$ cat src/common/rgbx_pkg.sv
// Package with constants and types for the request/grant bus exchange block.
// Behaviour
// Status 101 read, 110 write, 111 passive.
// Float status lines, held high, while granted.
// Two request/grant lines, first has priority.
// Keeper holds unconnected line high, no request.
// Requester pulls line low one clock.
// One-clock low grant only in T4 or T1.
// Granted state from clock after grant pulse. Code enters it in the grant pulse clock.
// Release pulse ends hold, bus back next.
// Resume in T4, or T1 if idle.
// Exchange is request, grant, release pulses.
// One idle clock after each exchange.
// Memory cycle releases in T4 if requested by T2.
// No release after lower byte of word.
// No release after first interrupt acknowledge.
// No grant while locked instruction executes.
// Idle bus grants and releases next clock.
// Cycle starting within 3 clocks follows cycle rules.
// Status leaves passive in T4, returns T3/Tw. Code leaves passive in T1.
// Status 010 I/O write, 011 halt, 100 fetch.
// Other line ignored during an exchange.
package rgbx_pkg;
	typedef enum logic [2:0] {
		RGBX_CYC_INTA,
		RGBX_CYC_IORD,
		RGBX_CYC_IOWR,
		RGBX_CYC_HALT,
		RGBX_CYC_FETCH,
		RGBX_CYC_MEMRD,
		RGBX_CYC_MEMWR,
		RGBX_CYC_PASSIVE
	} rgbx_cyc_e;
	localparam logic [2:0] RGBX_ST_INTA = 3'h0;
	localparam logic [2:0] RGBX_ST_IORD = 3'h1;
	localparam logic [2:0] RGBX_ST_IOWR = 3'h2;
	localparam logic [2:0] RGBX_ST_HALT = 3'h3;
	localparam logic [2:0] RGBX_ST_FETCH = 3'h4;
	localparam logic [2:0] RGBX_ST_MEMRD = 3'h5;
	localparam logic [2:0] RGBX_ST_MEMWR = 3'h6;
	localparam logic [2:0] RGBX_ST_PASSIVE = 3'h7;
	localparam int RGBX_STATUS_BIT2 = 2;
	localparam int RGBX_STATUS_BIT1 = 1;
	localparam int RGBX_STATUS_BIT0 = 0;
	localparam int RGBX_CYCLE_START_CLOCKS = 3;
	localparam int RGBX_IDLE_CLOCKS = 1;
	typedef enum logic [2:0] {
		RGBX_BUS_TI,
		RGBX_BUS_T1,
		RGBX_BUS_T2,
		RGBX_BUS_T3,
		RGBX_BUS_TW,
		RGBX_BUS_T4
	} rgbx_bus_e;
endpackage

$ cat src/logic/rgbx_exchange.sv
`timescale 1ns/1ps
// Bus exchange and cycle status logic of the local bus interface.
module rgbx_exchange
	import rgbx_pkg::*;
(
	input wire logic clk,
	input wire logic rst_b,
	input wire logic bus_request_grant_high_prio_in,
	input wire logic bus_request_grant_high_prio_oe_in,
	output logic bus_request_grant_high_prio_out,
	output logic bus_request_grant_high_prio_oe,
	input wire logic bus_request_grant_low_prio_in,
	input wire logic bus_request_grant_low_prio_oe_in,
	output logic bus_request_grant_low_prio_out,
	output logic bus_request_grant_low_prio_oe,
	input wire logic cycle_req,
	input wire rgbx_pkg::rgbx_cyc_e cycle_kind,
	input wire logic cycle_word_low,
	input wire logic cycle_inta_first,
	input wire logic cycle_wait,
	input wire logic lock_active,
	output logic cycle_ack,
	output logic cycle_status_bit2,
	output logic cycle_status_bit1,
	output logic cycle_status_bit0,
	output logic cycle_status_oe,
	output logic bus_granted,
	output rgbx_pkg::rgbx_bus_e bus_state
);
	import rgbx_pkg::*;

	typedef enum logic [2:0] {
		RGBX_X_IDLE,
		RGBX_X_PEND,
		RGBX_X_GRANTED,
		RGBX_X_REST
	} rgbx_xchg_e;

	rgbx_xchg_e xchg_r;
	rgbx_bus_e bus_r;
	rgbx_bus_e bus_nxt;
	logic owner_low_r;
	logic req_hi;
	logic req_lo;
	logic grant_hi;
	logic grant_lo;
	logic late_r;
	logic hold_r;
	logic [2:0] status_r;
	logic [2:0] status_nxt;
	logic release_ok;
	logic fire;
	logic release_pulse;
	rgbx_cyc_e kind_r;

	function automatic logic [2:0] rgbx_encode(input rgbx_cyc_e k);
		case (k)
			RGBX_CYC_INTA: rgbx_encode = RGBX_ST_INTA;
			RGBX_CYC_IORD: rgbx_encode = RGBX_ST_IORD;
			RGBX_CYC_IOWR: rgbx_encode = RGBX_ST_IOWR;
			RGBX_CYC_HALT: rgbx_encode = RGBX_ST_HALT;
			RGBX_CYC_FETCH: rgbx_encode = RGBX_ST_FETCH;
			RGBX_CYC_MEMRD: rgbx_encode = RGBX_ST_MEMRD;
			RGBX_CYC_MEMWR: rgbx_encode = RGBX_ST_MEMWR;
			default: rgbx_encode = RGBX_ST_PASSIVE;
		endcase
	endfunction

	rgbx_line u_high
	(
		.clk(clk),
		.rst_b(rst_b),
		.line_in(bus_request_grant_high_prio_in),
		.line_oe_in(bus_request_grant_high_prio_oe_in),
		.grant_fire(grant_hi),
		.req_pulse(req_hi),
		.line_out_r(bus_request_grant_high_prio_out),
		.line_oe_r(bus_request_grant_high_prio_oe)
	);

	rgbx_line u_low
	(
		.clk(clk),
		.rst_b(rst_b),
		.line_in(bus_request_grant_low_prio_in),
		.line_oe_in(bus_request_grant_low_prio_oe_in),
		.grant_fire(grant_lo),
		.req_pulse(req_lo),
		.line_out_r(bus_request_grant_low_prio_out),
		.line_oe_r(bus_request_grant_low_prio_oe)
	);

	// Release is refused after a low word byte, a first acknowledge or while locked.
	assign release_ok = ~lock_active & ~late_r &
		~(bus_r == RGBX_BUS_T4 && (cycle_word_low || cycle_inta_first));
	// Grants are only placed in T4, idle clocks or a T1 that carries no cycle.
	assign fire = (xchg_r == RGBX_X_PEND) & release_ok &
		(bus_r == RGBX_BUS_T4 || bus_r == RGBX_BUS_TI ||
		(bus_r == RGBX_BUS_T1 && !cycle_ack));
	assign grant_hi = fire & ~owner_low_r;
	assign grant_lo = fire & owner_low_r;
	assign release_pulse = owner_low_r ? req_lo : req_hi;

	// Exchange sequencer: request, grant, granted, one idle clock.
	always_ff @(posedge clk)
	begin
		if (!rst_b)
		begin
			xchg_r <= RGBX_X_IDLE;
			owner_low_r <= 1'b0;
		end
		else
		begin
			case (xchg_r)
				RGBX_X_IDLE:
					if (req_hi)
					begin
						xchg_r <= RGBX_X_PEND;
						owner_low_r <= 1'b0;
					end
					else if (req_lo)
					begin
						xchg_r <= RGBX_X_PEND;
						owner_low_r <= 1'b1;
					end
				RGBX_X_PEND:
					if (fire)
						xchg_r <= RGBX_X_GRANTED;
				RGBX_X_GRANTED:
					if (release_pulse)
						xchg_r <= RGBX_X_REST;
				RGBX_X_REST:
					xchg_r <= RGBX_X_IDLE;
				default:
					xchg_r <= RGBX_X_IDLE;
			endcase
		end
	end

	// A request first seen in T3 or Tw waits for the next cycle.
	always_ff @(posedge clk)
	begin
		if (!rst_b)
			late_r <= 1'b0;
		else if (xchg_r == RGBX_X_IDLE && (req_hi || req_lo))
			late_r <= (bus_r == RGBX_BUS_T3 || bus_r == RGBX_BUS_TW);
		else if (bus_r == RGBX_BUS_T1 || bus_r == RGBX_BUS_TI)
			late_r <= 1'b0;
	end

	// Bus state machine; held off the bus while granted.
	always_comb
	begin
		bus_nxt = bus_r;
		case (bus_r)
			RGBX_BUS_TI:
				bus_nxt = RGBX_BUS_TI;
			RGBX_BUS_T1:
				bus_nxt = cycle_ack ? RGBX_BUS_T2 : RGBX_BUS_TI;
			RGBX_BUS_T2:
				bus_nxt = RGBX_BUS_T3;
			RGBX_BUS_T3:
				bus_nxt = cycle_wait ? RGBX_BUS_TW : RGBX_BUS_T4;
			RGBX_BUS_TW:
				bus_nxt = cycle_wait ? RGBX_BUS_TW : RGBX_BUS_T4;
			RGBX_BUS_T4:
				bus_nxt = RGBX_BUS_TI;
			default:
				bus_nxt = RGBX_BUS_TI;
		endcase
		if (fire || hold_r)
			bus_nxt = RGBX_BUS_TI;
		else if (bus_nxt == RGBX_BUS_TI && cycle_req)
			bus_nxt = RGBX_BUS_T1;
		if (hold_r && release_pulse)
			bus_nxt = cycle_req ? RGBX_BUS_T4 : RGBX_BUS_T1;
	end

	always_ff @(posedge clk)
	begin
		if (!rst_b)
		begin
			bus_r <= RGBX_BUS_TI;
			hold_r <= 1'b0;
			kind_r <= RGBX_CYC_PASSIVE;
		end
		else
		begin
			bus_r <= bus_nxt;
			if (fire)
				hold_r <= 1'b1;
			else if (hold_r && release_pulse)
				hold_r <= 1'b0;
			if (bus_nxt == RGBX_BUS_T1)
				kind_r <= cycle_kind;
		end
	end

	// Status leaves passive with T1 itself and returns in T3/Tw.
	always_comb
	begin
		status_nxt = RGBX_ST_PASSIVE;
		if (bus_nxt == RGBX_BUS_T1 && !hold_r)
			status_nxt = rgbx_encode(cycle_kind);
		else if (bus_nxt == RGBX_BUS_T2)
			status_nxt = rgbx_encode(kind_r);
	end

	always_ff @(posedge clk)
	begin
		if (!rst_b)
		begin
			status_r <= RGBX_ST_PASSIVE;
			cycle_status_oe <= 1'b1;
			bus_granted <= 1'b0;
			cycle_ack <= 1'b0;
			bus_state <= RGBX_BUS_TI;
		end
		else
		begin
			status_r <= (fire || hold_r) ? RGBX_ST_PASSIVE : status_nxt;
			cycle_status_oe <= ~(fire || (hold_r && !release_pulse));
			bus_granted <= fire || (hold_r && !release_pulse);
			cycle_ack <= (bus_nxt == RGBX_BUS_T1) && !(fire || hold_r);
			bus_state <= bus_nxt;
		end
	end

	assign cycle_status_bit2 = status_r[RGBX_STATUS_BIT2];
	assign cycle_status_bit1 = status_r[RGBX_STATUS_BIT1];
	assign cycle_status_bit0 = status_r[RGBX_STATUS_BIT0];
endmodule // rgbx_exchange

$ cat src/logic/rgbx_line.sv
`timescale 1ns/1ps
// One request/grant line: pulse detection, grant drive and keeper.
module rgbx_line
	import rgbx_pkg::*;
(
	input wire logic clk,
	input wire logic rst_b,
	input wire logic line_in,
	input wire logic line_oe_in,
	input wire logic grant_fire,
	output logic req_pulse,
	output logic line_out_r,
	output logic line_oe_r
);
	logic seen_r;
	logic level;
	// An undriven line is read through the keeper as high.
	assign level = line_in | ~line_oe_in;
	// A falling level marks a pulse from the other master.
	assign req_pulse = seen_r & ~level & ~line_oe_r;
	always_ff @(posedge clk)
	begin
		if (!rst_b)
			seen_r <= 1'b1;
		else if (line_oe_r)
			seen_r <= 1'b1;
		else
			seen_r <= level;
	end
	// The grant is a single-clock low pulse driven by this end.
	always_ff @(posedge clk)
	begin
		if (!rst_b)
		begin
			line_out_r <= 1'b1;
			line_oe_r <= 1'b0;
		end
		else
		begin
			line_out_r <= ~grant_fire;
			line_oe_r <= grant_fire;
		end
	end
endmodule // rgbx_line

$ cat config.mk
export PLATFORM = sky130hd
export DESIGN_NAME = rgbx_exchange
export DESIGN_NICKNAME = d
export VERILOG_FILES = /design/src/common/rgbx_pkg.sv /design/src/logic/rgbx_exchange.sv /design/src/logic/rgbx_line.sv
export SDC_FILE = /design/constraint.sdc
export NUM_CORES = 1
export LEC_CHECK = 0
export ABC_AREA = 1
export BUFFER_PORTS_ARGS = -buffer_cell sky130_fd_sc_hd__buf_2
export CORE_MARGIN = 4
export CORE_UTILIZATION = 50
export DETAILED_ROUTE_END_ITERATION = 12
export HOLD_SLACK_MARGIN = 0.03
export PLACE_DENSITY = 0.74
export SYNTH_ARGS = -nofsm -noshare
export SYNTH_HDL_FRONTEND = slang
export SYNTH_HIERARCHICAL = 1
export SYNTH_SLANG_ARGS = --single-unit
$ cat constraint.sdc
create_clock -name clk -period 3.1 [get_ports clk]
set_input_delay 0.155 -clock clk [delete_from_list [all_inputs] [get_ports clk]]
set_output_delay 0.155 -clock clk [all_outputs]
set_load 0.005 [all_outputs]
==> run summary <==
Together, buffers and inverters on the worst path number 4. The worst slew slack as a fraction of its limit is 76.8%. The worst-skew pair later-pin latency is 0.31 ns. The path class of the lowest-slack min-delay path is input pin to register.

The critical-path maximum fanout came out at 5. After detailed routing, the total wire length is approximately 2.3 mm. In this run the number of H-tree levels came out at 1. The total setup violations reported at the end of the flow is 0. The via count came out at slightly above 1000. The synthesized area per cell is 7.34 um^2. The number of antenna violations at the first check in global routing came out at 0.

STA classifies the critical path endpoint as a register. The quantity of I/O buffers inserted on ports is 26. The number of global-route vias before repair is 928.

After legalization and detailed placement, the total HPWL measured 1.78 mm. The unique cell type count in the Yosys netlist is 21. The detailed-route DRC error count came out at 0.

The detailed-router iteration count before antenna repair came out at 4. The commonest non-fill, non-tap cell in the layout is nand2_1. Setup repair after global routing left no endpoint under its margin.

The gate count of the mapped netlist is ~150. By area the synthesized netlist is led by dfxtp_1 (41%), nand2_1 (11%), inv_1 (9.0%). The vertical die dimension is 55.4 um. Derived from the worst setup path, the maximum achievable clock frequency is 0.545 GHz. The master cell of the clock root buffer is clkbuf_4.

The share of the synthesized area in the top cell type came out at 41.0%. The final weighted congestion in routability-driven placement came out at roughly 0.8. The area growth from synthesis to layout is 18.7%. The critical path is of the input pin to register type. Summed over all cells, the static leakage comes to 0.730 nW.

The floorplan core area is 0.00204 mm^2. The number of rows created at floorplan came out at 16. The TritonCTS buffer count is 3. The power density over the cells came out at 641 mW/mm^2. The final-layout worst hold slack is 0.0795 ns. The number of gates given a new drive strength after cts came out at 0.

In this run the most critical hold path is launched from bus_request_grant_low_prio_oe_in. The pin count of the biggest net entering global routing came out at 13. The die area is a little over 0.003 mm^2. The count of max-cap constraint violations is 0. Counting instances, the worst hold path has a depth of 4. The number of clock sinks seen by CTS came out at 23.

Yosys printed 6 warnings. For the finished layout, the period the worst path requires is 1.83 ns. At the worst endpoint, the required time is 3.32 ns. In this run the critical register-to-register path is captured at status_r[2]. The count of fill cells added during filler insertion came out at 184. The number of primary I/O pins came out at 27. The via count normalized by instance count came out at 4.75. For the final routed database, the setup TNS stands at 0 ns.

In this run the critical register-to-register path is launched from xchg_r[1]. The violation count after the first detailed-route iteration came out at 24. The remaining antenna violation count is 0.

The flip-flop and latch count after synthesis is 23. The cell area after synthesis came out at 0.00112 mm^2. The flow ran to the end, and the final reports show no timing, DRC or antenna violations.

The number of setup buffers added after CTS came out at 0. The post-route clock period utilization came out at 59.2%. For this design, the slowest cell found on the critical path is dlygate4sd3_1. The share of post-route cells with drive strength above 1 came out at 25.9%. The worst setup path is launched from an input pin. For the final database, setup skew stands at 0.00626 ns.

The width of the die is 55.4 um. The CTS tree is built. The worst-case setup slack after placement came out at 1.44 ns. The slew at the pin closest to its max-slew limit is around 0.35 ns.

The number of pins with negative max-slew slack in the final report is 0. The maximum vdd ir drop came out at 473 uV. The final layout contains 204 nets. The global-route usage over all layers is 16.1%. The clock tree buffer depth came out at 2. The critical path goes through dlygate4sd3_1, buf_2, inv_1, nand2_1, nor2_1, a21boi_1, nor2_1, inv_1, nand2_4, nand3_2, nand2_1, nand2_1. The worst endpoint data arrival time is just over 2 ns.

Summed over all instances, the cell type with the most area after synthesis is dfxtp_1. The number of diodes added for antenna fixing is 0. The global-route wire length before repair is 4.02 mm. After global routing the overflow that remains totals 0. The worst setup slack for register-to-register paths came out at 1.42 ns.

The path with the worst hold slack has its endpoint at u_low/seen_r. Counting cells, the worst reg-to-reg path comes to 11. The top cell types in the final layout, fill and taps aside, are nand2_1 (34), inv_1 (27), buf_2 (26).

The starting density of the core came out at 55.0%. The final worst setup slack is ~1.3 ns. The most numerous cell type found on the critical path is nand2_1. The share of synthesized area occupied by flip-flops and latches is around two fifths. The number of nets in the synthesized netlist is 171. The number of failing hold endpoints at the final stage came out at 0. In the final routed layout, each cell accounts on average for 10.8 um.

On the worst path, the slowest cell contributes a delay of 0.55 ns. The cell family contributing the most delay on the critical path is simple AND/OR/NAND/NOR gates. The clock-pin slew on the worst setup and hold paths came out at 0.13 ns.
metal layers:
layer | vias to the layer above | wire length [um] | track usage (%)
met2 | 18 | 1050 | 26.2
li1 | 532 | - | -
met5 | - | 0 | 0
met4 | 0 | 33 | 6.25
met3 | 5 | 118 | 3.73
met1 | 453 | 1090 | 20.5
sequential cells by signal, summed over array words and instances, names as in the netlist, 2 cells and up:
signal	cells
kind_r	3
status_r	3
xchg_r	2
bus_state	3
layout make-up:
| class | count | area (um^2) | share of cell area (%) |
|---|---|---|---|
| tap | 27 | 33.8 | 2.53 |
| sequential | 23 | 460 | 34.5 |
| multi-input combinational | 100 | 551 | 41.3 |
| timing repair buffer | 28 | 150 | 11.3 |
| inverter | 30 | 113 | 8.44 |
| clock buffer | 4 | 26.3 | 1.97 |
power breakdown:
group          internal [mW]  total, mW  switching, mW
Clock                 0.0503      0.141         0.0906
Sequential             0.353      0.384         0.0311
Combinational          0.125      0.330          0.205
stage by stage:
step	instance area, um^2	total power [mW]	instances	utilization (%)
floorplan	1120	0.630	153	-
global placement	1290	0.704	206	63.1
detailed placement	1290	0.720	206	63.1
CTS	1330	0.859	212	65.3
global route	1330	0.925	212	65.3
finish	1330	0.855	212	65.3
Yosys cell counts:
library cell,instances
a21boi_1,1
a21oi_1,7
a31oi_1,1
dfxtp_1,23
ha_1,4
inv_1,27
inv_2,3
nand2_1,34
nand2_2,4
nand2_4,4
nand3_1,7
nand3_2,5
nand4_1,3
nor2_1,20
nor2_2,1
nor2_4,1
nor2_8,1
nor3_1,1
o211ai_1,1
o21ai_0,4
o21ai_1,1
cell families (layout without fill, tap and decap cells):
| family | Yosys count | after routing | synth area share, % |
|---|---|---|---|
| buffers and inverters | 30 | 62 | 10.0 |
| flip-flops | 23 | 23 | 41.0 |
| AND/OR/NAND/NOR | 81 | 81 | 37.3 |
| AO/OA/AOI/OAI | 15 | 15 | 7.24 |
| adder cells (fa/ha/maj) | 4 | 4 | 4.45 |
worst max-delay path by stage:
stage | depth (start not counted) | slack, ns | startpoint | endpoint
finish | 12 | 1.27 | bus_request_grant_high_prio_in | status_r[2]
global route | 12 | 1.12 | bus_request_grant_high_prio_in | status_r[1]
detailed placement | 11 | 1.44 | xchg_r[1] | status_r[0]
global placement | 11 | 1.51 | xchg_r[1] | status_r[1]
floorplan | 11 | 1.64 | xchg_r[1] | status_r[0]
CTS | 12 | 1.34 | bus_request_grant_high_prio_in | status_r[0]
timing repair:
item                                    4_1_cts  5_1_grt
endpoints found under the hold margin         2        0
hold buffers                                  2        0
endpoints found under the setup margin        0        0
worst min-delay path, cell delays in order:
cell	delay (ns)
buf_2	0.10
inv_1	0.04
nor2_1	0.03
nand2_1	0.04
Power figures use the tool's default switching activity.
